<file path="config.mk">
export PLATFORM = sky130hd
export DESIGN_NAME = pic_top
export DESIGN_NICKNAME = d
export VERILOG_FILES = /design/src/rtl/pic_pkg.sv /design/src/rtl/pic_top.sv
export VERILOG_INCLUDE_DIRS = /design/src /design/src/rtl
export SDC_FILE = /design/constraint.sdc
export NUM_CORES = 2
export LEC_CHECK = 0
export BUFFER_PORTS_ARGS = -buffer_cell sky130_fd_sc_hd__buf_2
export CAP_MARGIN = 40
export CORE_MARGIN = 8
export CORE_UTILIZATION = 50
export DETAILED_ROUTE_END_ITERATION = 16
export GPL_ROUTABILITY_DRIVEN = 0
export PLACE_DENSITY = 0.69
export SYNTH_ARGS = -nofsm -noshare
export SYNTH_HDL_FRONTEND = slang
export SYNTH_SLANG_ARGS = --single-unit
export TNS_END_PERCENT = 30
</file>
<file path="constraint.sdc">
create_clock -name i_sys_clk -period 5 [get_ports i_sys_clk]
set_input_delay 1 -clock i_sys_clk [delete_from_list [all_inputs] [get_ports i_sys_clk]]
set_output_delay 1 -clock i_sys_clk [all_outputs]
set_load 0.02 [all_outputs]
</file>
<file path="src/rtl/pic_cfg.svh">
`ifndef PIC_CFG_SVH
`define PIC_CFG_SVH
// Register word indexes, byte address is four times the index
`define PIC_ADR_CTRL 6'h00
`define PIC_ADR_MASK 6'h01
`define PIC_ADR_LATCH 6'h02
`define PIC_ADR_PRIO0 6'h03
`define PIC_ADR_PRIO1 6'h04
`define PIC_ADR_FLAG 6'h05
`define PIC_ADR_EVT 6'h06
`define PIC_ADR_EVTMSK 6'h07
`define PIC_ADR_LEVEL 6'h08
// Control bit positions
`define PIC_BIT_NEST 4
`define PIC_BIT_GIE 5
`define PIC_BIT_MACRND 7
`define PIC_BIT_PCSE 10
`define PIC_BIT_LPSE 11
`define PIC_CTRL_WMASK 16'h0CB0
`define PIC_CTRL_RST 16'h0000
// Latch positions of fixed interrupts
`define PIC_IDX_RESET 0
`define PIC_IDX_PWRDN 1
`define PIC_IDX_STACK 2
`define PIC_IDX_KERNEL 3
`define PIC_NMI_BITS 16'h0003
`define PIC_USER_BASE 4'h4
`define PIC_PRIO_LOW 4'hB
`define PIC_PRIO_RST 60'hBBBBA9876543210
`define PIC_NUM_PERIPH 15
`define PIC_FLAG_ID0 12
// Vector table
`define PIC_VEC_STEP 24'h000020
`define PIC_VEC_EXT 24'h010000
// Stacks
`define PIC_PC_DEPTH 33
`define PIC_LOOP_DEPTH 8
`define PIC_STAT_DEPTH 16
`define PIC_PC_LOW 6'h03
`define PIC_PC_HIGH 6'h1C
`endif

</file>
<file path="src/rtl/pic_pkg.sv">
package pic_pkg;
`include "pic_cfg.svh"
  typedef struct packed {
    logic cyc;
    logic stb;
    logic we;
    logic [7:0] adr;
    logic [3:0] sel;
    logic [31:0] dat;
  } pic_wb_req_t;
  typedef struct packed {
    logic ack;
    logic [31:0] dat;
  } pic_wb_rsp_t;
  typedef struct packed {
    logic valid;
    logic [23:0] addr;
  } pic_vec_t;
  typedef enum logic [1:0] {PIC_FLAG_LEVEL, PIC_FLAG_RISE, PIC_FLAG_BOTH} pic_flag_mode_t;
  typedef struct packed {
    logic [15:0] ctrl;
    logic [15:0] mask;
    logic [15:0] latch;
    logic [`PIC_NUM_PERIPH-1:0][3:0] prio;
    logic [3:0] flag_cfg;
    logic [1:0] flag_prev;
    logic [3:0] evt;
    logic [3:0] evt_msk;
    logic [15:0] isr;
    logic [3:0] vec_idx;
    pic_vec_t vec;
    logic emu;
    logic irq;
    logic [`PIC_PC_DEPTH-1:0][23:0] pc_stk;
    logic [5:0] pc_cnt;
    logic [`PIC_LOOP_DEPTH-1:0][23:0] lp_stk;
    logic [3:0] lp_cnt;
    logic [`PIC_STAT_DEPTH-1:0][15:0] st_stk;
    logic [4:0] st_cnt;
    logic [23:0] ret_pc;
    logic [15:0] ret_stat;
    logic [23:0] lp_top;
    pic_wb_rsp_t wb;
  } pic_state_t;
endpackage

</file>
<file path="src/rtl/pic_top.sv">
// The placing of the registers and the Wishbone slave port were left to the implementer.
`timescale 1ns/1ps
`include "pic_cfg.svh"
// Overview of operation
// - Seventeen sources, emulator highest, never latched
// - Bits 0-15 vector at 0x20 steps
// - No-boot external mode moves table to 0x10000
// - Reset, power-down, emulator ignore mask; disable blocks power-down
// - Peripheral priorities reset to ID, 12-14 to 11
// - Writable priority field per peripheral ID
// - Priority p uses latch bit p+4
// - Priority 11 shares bit 15 vector
// - Latch AND mask, highest unmasked wins
// - Nesting bit allows preemption, else sequential
// - Control: nest, enable, rounding, stack enables
// - Enable/disable instructions gate servicing globally
// - Servicing disabled after reset
// - Software write sets or clears latch bits
// - PC 33, loop 8, status 16 stacks
// - PC stack below 3 or above 28 interrupts
// - Flag pins level, rising or both edges
module pic_top (
  // Clock and reset
  input logic i_sys_clk,
  input logic i_nrst,
  // Register bus
  input pic_pkg::pic_wb_req_t i_wb,
  output pic_pkg::pic_wb_rsp_t o_wb,
  // Interrupt sources
  input logic i_emu_req,
  input logic i_reset_req,
  input logic i_pwrdn_req,
  input logic i_kernel_req,
  input logic [`PIC_NUM_PERIPH-1:0] i_periph_req,
  input logic [1:0] i_programmable_flag_pin,
  // Program sequencer
  input logic i_global_enable_instruction,
  input logic i_global_disable_instruction,
  input logic i_no_boot_ext,
  input logic i_vec_take,
  input logic i_rti,
  input logic [23:0] i_pc,
  input logic [15:0] i_status,
  input logic i_loop_push,
  input logic i_loop_pop,
  input logic [23:0] i_loop_dat,
  // Answers to the sequencer
  output pic_pkg::pic_vec_t o_vec,
  output logic o_emu_irq,
  output logic [23:0] o_ret_pc,
  output logic [15:0] o_ret_stat,
  output logic [23:0] o_loop_top,
  output logic o_mac_round,
  output logic o_irq
);

  pic_pkg::pic_state_t s_q;
  pic_pkg::pic_state_t s_d;
  logic acc;
  logic wr;
  logic [5:0] widx;
  logic [31:0] wm;
  logic [15:0] set_v;
  logic [15:0] clr_v;
  logic [15:0] elig;
  logic [3:0] evt_new;
  logic [1:0] flag_req;
  logic [3:0] p;
  logic [3:0] sel_idx;
  logic sel_hit;
  logic [3:0] top_isr;
  logic isr_hit;
  logic take_set;
  pic_pkg::pic_flag_mode_t fmode;

  function automatic logic [31:0] merge(input logic [31:0] old, input logic [31:0] nw,
                                        input logic [31:0] m);
    return (old & ~m) | (nw & m);
  endfunction

  assign acc = i_wb.cyc & i_wb.stb & ~s_q.wb.ack;
  assign wr = acc & i_wb.we;
  assign widx = i_wb.adr[7:2];
  assign wm = {{8{i_wb.sel[3]}}, {8{i_wb.sel[2]}}, {8{i_wb.sel[1]}}, {8{i_wb.sel[0]}}};
  assign take_set = set_v[s_q.vec_idx];

  // ****************************************
  // Request collection
  // ****************************************
  always_comb begin
    set_v = 16'h0000;
    flag_req = 2'b00;
    p = 4'h0;
    fmode = pic_pkg::PIC_FLAG_LEVEL;
    // Flag pins feed peripheral IDs 12 and 13
    for (int f = 0; f < 2; f++) begin
      fmode = pic_pkg::pic_flag_mode_t'(s_q.flag_cfg[2*f +: 2]);
      unique case (fmode)
        pic_pkg::PIC_FLAG_LEVEL: begin
          flag_req[f] = i_programmable_flag_pin[f];
        end
        pic_pkg::PIC_FLAG_RISE: begin
          flag_req[f] = i_programmable_flag_pin[f] & ~s_q.flag_prev[f];
        end
        pic_pkg::PIC_FLAG_BOTH: begin
          flag_req[f] = i_programmable_flag_pin[f] ^ s_q.flag_prev[f];
        end
        default: begin
          flag_req[f] = i_programmable_flag_pin[f];
        end
      endcase
    end
    set_v[`PIC_IDX_RESET] = i_reset_req;
    set_v[`PIC_IDX_PWRDN] = i_pwrdn_req;
    set_v[`PIC_IDX_KERNEL] = i_kernel_req;
    // Level condition: re-latches while the stack stays outside its band
    set_v[`PIC_IDX_STACK] = (s_q.ctrl[`PIC_BIT_PCSE] & ((s_q.pc_cnt < `PIC_PC_LOW) |
                            (s_q.pc_cnt > `PIC_PC_HIGH))) |
                            (s_q.ctrl[`PIC_BIT_LPSE] & (s_q.lp_cnt == 4'(`PIC_LOOP_DEPTH)));
    for (int id = 0; id < `PIC_NUM_PERIPH; id++) begin
      p = s_q.prio[id];
      // Codes above 11 alias onto the lowest slot as well
      if (p > `PIC_PRIO_LOW) begin
        p = `PIC_PRIO_LOW;
      end
      if ((id == `PIC_FLAG_ID0) || (id == `PIC_FLAG_ID0 + 1)) begin
        if (flag_req[id - `PIC_FLAG_ID0]) begin
          set_v[p + `PIC_USER_BASE] = 1'b1;
        end
      end else if (i_periph_req[id]) begin
        set_v[p + `PIC_USER_BASE] = 1'b1;
      end
    end
  end

  // ****************************************
  // Next state
  // ****************************************
  always_comb begin
    s_d = s_q;
    evt_new = 4'h0;
    clr_v = 16'h0000;
    elig = 16'h0000;
    sel_idx = 4'h0;
    sel_hit = 1'b0;
    top_isr = 4'hF;
    isr_hit = 1'b0;
    s_d.flag_prev = i_programmable_flag_pin;
    s_d.emu = i_emu_req;

    // Register writes
    if (wr) begin
      unique case (widx)
        `PIC_ADR_CTRL: begin
          s_d.ctrl = 16'(merge({16'h0000, s_q.ctrl}, i_wb.dat, wm)) &
                     `PIC_CTRL_WMASK;
        end
        `PIC_ADR_MASK: begin
          s_d.mask = 16'(merge({16'h0000, s_q.mask}, i_wb.dat, wm));
        end
        `PIC_ADR_LATCH: begin
          s_d.latch = 16'(merge({16'h0000, s_q.latch}, i_wb.dat, wm));
        end
        `PIC_ADR_PRIO0: begin
          s_d.prio[7:0] = merge(s_q.prio[7:0], i_wb.dat, wm);
        end
        `PIC_ADR_PRIO1: begin
          s_d.prio[14:8] = 28'(merge({4'h0, s_q.prio[14:8]}, i_wb.dat, wm));
        end
        `PIC_ADR_FLAG: begin
          s_d.flag_cfg = 4'(merge({28'h0, s_q.flag_cfg}, i_wb.dat, wm));
        end
        `PIC_ADR_EVT: begin
          s_d.evt = s_q.evt & ~(i_wb.dat[3:0] & wm[3:0]);
        end
        `PIC_ADR_EVTMSK: begin
          s_d.evt_msk = 4'(merge({28'h0, s_q.evt_msk}, i_wb.dat, wm));
        end
        default: begin
        end
      endcase
    end
    // Disable wins when both instructions coincide
    if (i_global_enable_instruction) begin
      s_d.ctrl[`PIC_BIT_GIE] = 1'b1;
    end
    if (i_global_disable_instruction) begin
      s_d.ctrl[`PIC_BIT_GIE] = 1'b0;
    end

    // Interrupt entry
    if (i_vec_take && s_q.vec.valid) begin
      clr_v[s_q.vec_idx] = 1'b1;
      s_d.isr[s_q.vec_idx] = 1'b1;
      if (s_q.pc_cnt < 6'(`PIC_PC_DEPTH)) begin
        s_d.pc_stk[s_q.pc_cnt] = i_pc;
        s_d.pc_cnt = s_q.pc_cnt + 6'h01;
      end else begin
        evt_new[0] = 1'b1;
      end
      if (s_q.st_cnt < 5'(`PIC_STAT_DEPTH)) begin
        s_d.st_stk[s_q.st_cnt[3:0]] = i_status;
        s_d.st_cnt = s_q.st_cnt + 5'h01;
      end
    end else if (i_rti) begin
      // Leave the highest-priority service in progress
      for (int i = 15; i >= 0; i--) begin
        if (s_q.isr[i]) begin
          top_isr = 4'(i);
          isr_hit = 1'b1;
        end
      end
      if (isr_hit) begin
        s_d.isr[top_isr] = 1'b0;
      end
      if (s_q.pc_cnt != 6'h00) begin
        s_d.ret_pc = s_q.pc_stk[s_q.pc_cnt - 6'h01];
        s_d.pc_cnt = s_q.pc_cnt - 6'h01;
      end else begin
        evt_new[1] = 1'b1;
      end
      if (s_q.st_cnt != 5'h00) begin
        s_d.ret_stat = s_q.st_stk[4'(s_q.st_cnt - 5'h01)];
        s_d.st_cnt = s_q.st_cnt - 5'h01;
      end
    end

    // Loop stack
    if (i_loop_push) begin
      if (s_q.lp_cnt < 4'(`PIC_LOOP_DEPTH)) begin
        s_d.lp_stk[s_q.lp_cnt[2:0]] = i_loop_dat;
        s_d.lp_cnt = s_q.lp_cnt + 4'h1;
      end else begin
        evt_new[2] = 1'b1;
      end
    end else if (i_loop_pop) begin
      if (s_q.lp_cnt != 4'h0) begin
        s_d.lp_cnt = s_q.lp_cnt - 4'h1;
      end else begin
        evt_new[3] = 1'b1;
      end
    end
    s_d.lp_top = (s_d.lp_cnt == 4'h0) ? 24'h000000 : s_d.lp_stk[3'(s_d.lp_cnt - 4'h1)];

    // New request wins over a clear in the same cycle
    s_d.latch = (s_d.latch & ~clr_v) | set_v;
    s_d.evt = s_d.evt | evt_new;
    s_d.irq = |(s_d.evt & s_d.evt_msk);

    // Selection from the state that will hold next cycle
    elig = s_d.latch & (s_d.mask | `PIC_NMI_BITS);
    if (!s_d.ctrl[`PIC_BIT_GIE]) begin
      elig = elig & 16'h0001;
    end
    for (int i = 15; i >= 0; i--) begin
      if (elig[i]) begin
        sel_idx = 4'(i);
        sel_hit = 1'b1;
      end
    end
    top_isr = 4'hF;
    isr_hit = 1'b0;
    for (int i = 15; i >= 0; i--) begin
      if (s_d.isr[i]) begin
        top_isr = 4'(i);
        isr_hit = 1'b1;
      end
    end
    if (isr_hit && !(s_d.ctrl[`PIC_BIT_NEST] && (sel_idx < top_isr))) begin
      sel_hit = 1'b0;
    end
    if (i_emu_req) begin
      sel_hit = 1'b0;
    end
    s_d.vec_idx = sel_idx;
    s_d.vec.valid = sel_hit;
    s_d.vec.addr = (i_no_boot_ext ? `PIC_VEC_EXT : 24'h000000) +
                   24'(`PIC_VEC_STEP * {20'h00000, sel_idx});

    // Bus answer, one wait-free cycle after the request
    s_d.wb.ack = acc;
    s_d.wb.dat = 32'h00000000;
    if (acc && !i_wb.we) begin
      unique case (widx)
        `PIC_ADR_CTRL: s_d.wb.dat = {16'h0000, s_q.ctrl};
        `PIC_ADR_MASK: s_d.wb.dat = {16'h0000, s_q.mask};
        `PIC_ADR_LATCH: s_d.wb.dat = {16'h0000, s_q.latch};
        `PIC_ADR_PRIO0: s_d.wb.dat = s_q.prio[7:0];
        `PIC_ADR_PRIO1: s_d.wb.dat = {4'h0, s_q.prio[14:8]};
        `PIC_ADR_FLAG: s_d.wb.dat = {28'h0000000, s_q.flag_cfg};
        `PIC_ADR_EVT: s_d.wb.dat = {28'h0000000, s_q.evt};
        `PIC_ADR_EVTMSK: s_d.wb.dat = {28'h0000000, s_q.evt_msk};
        `PIC_ADR_LEVEL: s_d.wb.dat = {s_q.isr, 1'b0, s_q.st_cnt, s_q.lp_cnt, s_q.pc_cnt};
        default: s_d.wb.dat = 32'h00000000;
      endcase
    end
  end

  // ****************************************
  // State register
  // ****************************************
  always_ff @(posedge i_sys_clk or negedge i_nrst) begin
    if (!i_nrst) begin
      s_q <= '0;
      s_q.ctrl <= `PIC_CTRL_RST;
      s_q.prio <= `PIC_PRIO_RST;
    end else begin
      s_q <= s_d;
    end
  end

  assign o_wb = s_q.wb;
  assign o_vec = s_q.vec;
  assign o_emu_irq = s_q.emu;
  assign o_ret_pc = s_q.ret_pc;
  assign o_ret_stat = s_q.ret_stat;
  assign o_loop_top = s_q.lp_top;
  assign o_mac_round = s_q.ctrl[`PIC_BIT_MACRND];
  assign o_irq = s_q.irq;
endmodule

</file>
---- Yosys cells after proc, flatten, opt, wreduce, memory -nomap -nowiden ----
Index checks and enable logic that the tools add are counted.
word-level totals
  word-level logic and storage cells ...... 528
  register bits ........................... 1504
  input port bits ......................... 141
  output and inout port bits .............. 125
cells by class
  magnitude comparators ................... 64
  reductions and logical operators ........ 46
  bitwise gates (word level) .............. 58
  mux-type cells .......................... 227
  eq/ne operators ......................... 15
  add/sub/neg operators ................... 23
operator list
  kind                                                         count
  bitwise mux 792 bit                                          1
  2-to-1 mux 16 bit                                            25
  bitwise OR 16 bit                                            18
  case mux 32 bit (9 select lines)                             1
  2-to-1 mux 4 bit                                             67
  bitwise mux 256 bit                                          1
  2-to-1 mux 196 bit                                           1
  bitwise mux 192 bit                                          1
  2-to-1 mux 192 bit                                           1
  binary-select mux 24 bit (select 6 bit)                      1
  demux 24 bit (select 6 bit)                                  1
  2-to-1 mux 24 bit                                            6
  2-to-1 mux 102 bit                                           1
  less-than comparator 4 x 5 -> 1 bit (second input constant)  19
  2-to-1 mux 1 bit                                             83
  bitwise AND 16 bit                                           5
  binary-select mux 24 bit (select 3 bit)                      1
  demux 24 bit (select 3 bit)                                  1
  >= comparator 4 x 1 -> 1 bit (second input constant)         18
  demux 1 bit (select 4 bit)                                   17
  bitwise AND 32 bit                                           2
  binary-select mux 16 bit (select 4 bit)                      1
  demux 16 bit (select 4 bit)                                  1
  2-to-1 mux 32 bit                                            2
  other kinds (61)                                             158

---- Depth between registers and ports, before layout ----
  word-level depth ........................ 62
  gate-level depth with buffers ........... 18
  mapped depth without buffers ............ 17

---- Worst setup path before layout ----
No wires, ideal clock.
  kind .................................... input to register
  start point ............................. in i_loop_push
  end point ............................... reg s_q, in the netlist o_loop_top[22]
  required time ........................... 4868 ps
  setup time .............................. 132 ps
  slack ................................... 805 ps
  path buffers ............................ 3
  data arrival time ....................... 4063 ps
  stages .................................. 11
  cell sequence ........................... clkbuf_1 -> a21oi_1 -> xnor2_1 -> inv_2 -> buf_1 -> ha_1 -> xor2_1 -> buf_6 -> mux4_2 -> mux2i_1 -> nor2_1
RTL lines
  what         RTL line       RTL
  from (decl)  pic_top.sv:44  input logic i_loop_push,
  to (decl)    pic_top.sv:57  pic_pkg::pic_state_t s_q;

==> reports/qor.txt <==
Leak: 0.0367 uW
Crit path DAT: 4.81 ns
Commonest cells in the netlist: dfrtp_1 (1458), mux2_2 (1344), mux4_2 (356)
Post-CTS sizing: 0
All-Layer GR Usage: 23.9%
Postcts setup bufs: 0
Maximum clock frequency: 242 MHz
Least-Margin Pin Slew: 1.06 ns
Distinct cells, synth: 80
Synthesized instance count: 4788
Tcrit/Tclk final: 82.5%
YS warnings: 0
Pin count of the biggest net entering global routing: 137
Asr flop ratio synth: 100%
PortBufs: 242
Final hold slack: 0.196 ns
FF-to-FF path depth: 15
Tot Pwr: 41300 uW
Clock transition at path regs: 0.06 ns
RSZ-0062 raised after global routing: false
Final Slew Violations: 0
Reg2reg end: o_vec[24]
Sinks on Clock Net: 1487
Drt drc: 129
Worst setup EP type: register
I/O pin count: 266
Final setup violation count: 0
Worst Hold Class: in2async
Die H: 389 um
CTS tree: yes
Failing checks: design-rule violations
Hpwl dp: 117 mm
Vias in the first global route: 44000
Starting density of the core: 50.1%
Crit Path Class: reg2reg
Die area: 0.151 mm2
Maxcap violations: 0
GR Overflow Total: 0
CP startpoint: s_q[554]
Vias post-DR: 42700
Row Count: 137
Via-per-instance ratio: 6.25
First-pass GRT wire length: 280 mm
Mapped Avg Cell Area: 14.5 um2
Flops & latches, synth: 1487
Worst VDD drop: 0.529 mV
Max-slew headroom: 29.1%
Root Buffer: clkbuf_16
Ranking of synthesized cells by area: dfrtp_1 (53%), mux2_2 (22%), mux4_2 (12%)
Post-Syn Area: 0.0695 mm2
Post-synth top flop: dfrtp_1
Tmin final: 4.12 ns
Avg WL per Cell: 26.7 um
Most frequent cell after synthesis: dfrtp_1
Synthesis-to-finish area growth: 12.1%
Worst-Skew Late Latency: 0.79 ns
Final hold vios: 0
Drt first pass iters: 17
Final ANT Viol Nets: 0
Die width: 389 um
WL final: 183 mm
Synth area leader: dfrtp_1
Seq/Total Area, Yosys: 53.6%
Hold Buf Count CTS: 0
Area fraction of the dominant cell type after synthesis: 52.5%
Post-synth EDFFs: 0
Clock buffer depth: 3
Worst clock skew: 0.0332 ns
Worst reg2reg startpoint: s_q[554]
CTS Buf Count: 156
Initial antenna violation count: 24
Layout cells sized above 1: 49.2%
Reg2Reg Setup Slack: 0.88 ns
H-tree levels: 4
Req. time, crit path: 5.69 ns
Filler Cell Count: 11000
TNS Setup: 0 ns
Crit Path Max Fanout: 19
Outcome: complete, but fails checks
Power Dens Cells: 529 mW/mm2
Crit path launch type: register
Drt initial violations: 4305
Core Area: 0.139 mm2
Nets: 5070
==> state kept, by name (all words and copies together), names as in the netlist, named ones only <==
name and cells:
o_loop_top 24, s_q 1316, o_ret_pc 24, o_vec 3, o_wb 33, o_irq 1
o_emu_irq 1, o_ret_stat 16
==> power by group <==
group | switching (uW) | internal, uW
Clock | 4820 | 6550
Combinational | 6710 | 6880
Sequential | 1450 | 14800
Total | 13000 | 28300
==> layout by cell type (no fill, tap or decap), drive strengths merged, types with 7 or more instances in the layout <==
master,Yosys,layout
nor4,27,27
clkbuf,298,234
o22ai,57,57
dfrtp,1458,1458
a31oi,8,8
ha,22,22
a21oi,119,119
a211oi,7,7
mux4,356,356
nor3,61,61
nor2,138,138
conb,1,19
or2,11,11
nand4,12,12
or3b,14,14
o211ai,7,7
inv,29,35
or3,11,11
nand3b,29,29
xnor2,8,8
nand2,180,180
nor2b,12,12
o311ai,8,8
dfstp,29,29
o32ai,13,13
o31ai,11,11
mux2i,80,80
nand3,45,45
mux2,1344,1344
buf,169,410
a22oi,27,27
a222oi,21,21
clkinv,0,28
and2,7,7
nand2b,41,41
o21ai,46,46
==> per-stage QoR <==
| step | worst slack (ns) | std cells | utilization [%] | area (um2) |
|---|---|---|---|---|
| floorplan | 0.805 | 4806 | - | 69600 |
| global placement | 0.462 | 6537 | 52.2 | 72400 |
| detailed placement | 0.415 | 6556 | 52.6 | 72900 |
| CTS | 0.935 | 6832 | 56.2 | 77900 |
| global route | 0.620 | 6833 | 56.2 | 77900 |
| finish | 0.876 | 6838 | 56.2 | 77900 |
==> logic make-up after synthesis <==
| kind of cell | count (synthesis) | share of synthesized area [%] |
|---|---|---|
| mux | 1780 | 34.5 |
| flops | 1487 | 53.6 |
| simple gates | 613 | 4.38 |
| buf+inv | 496 | 3.38 |
| compound gates | 376 | 3.61 |
| fa+ha+maj | 22 | 0.396 |
| xor+xnor | 13 | 0.164 |
| other cells | 1 | 0.00540 |
==> critical path, stage by stage (launching register included) <==
cell	delay (ns)
dfrtp_4	0.63
inv_1	0.32
ha_4	0.18
and4b_1	0.19
o31ai_1	0.28
o31ai_1	0.11
nand3b_1	0.19
nand3_1	0.21
nand2_1	0.13
nor4_1	0.39
a21boi_0	0.33
ha_1	0.30
a21o_1	0.19
o31a_1	0.11
a311o_1	0.34
a211oi_2	0.14
==> metal layers <==
metal	vias to the layer above	routed length (um)	track usage, %	part of all wire [%]
met5	-	32	0	0.018
met2	1580	87000	38.3	48
li1	18000	-	-	-
met1	22700	77000	33.2	42
met4	4	5610	7.01	3.1
met3	437	13100	5.07	7.2
==> worst max-delay path by stage <==
stage               slack (ns)              to  depth (start not counted)
global route              0.62       o_vec[24]                         15
CTS                       0.93       o_vec[24]                         15
floorplan                 0.81  o_loop_top[22]                         11
finish                    0.88       o_vec[24]                         15
detailed placement        0.41       o_vec[24]                         14
global placement          0.46       o_vec[24]                         14
==> cell type report <==
cell class | instances | area, um2 | share of cell area (%)
Multi-Input combinational cell | 2823 | 30300 | 38.8
Tap cell | 1807 | 2260 | 2.90
Inverter | 29 | 109 | 0.140
Clock buffer | 234 | 4570 | 5.87
Sequential cell | 1487 | 37300 | 47.8
Timing Repair Buffer | 410 | 3010 | 3.86
Antenna cell | 6 | 15.0 | 0.0193
Clock inverter | 42 | 453 | 0.581
(Power assumes the default switching activity.)
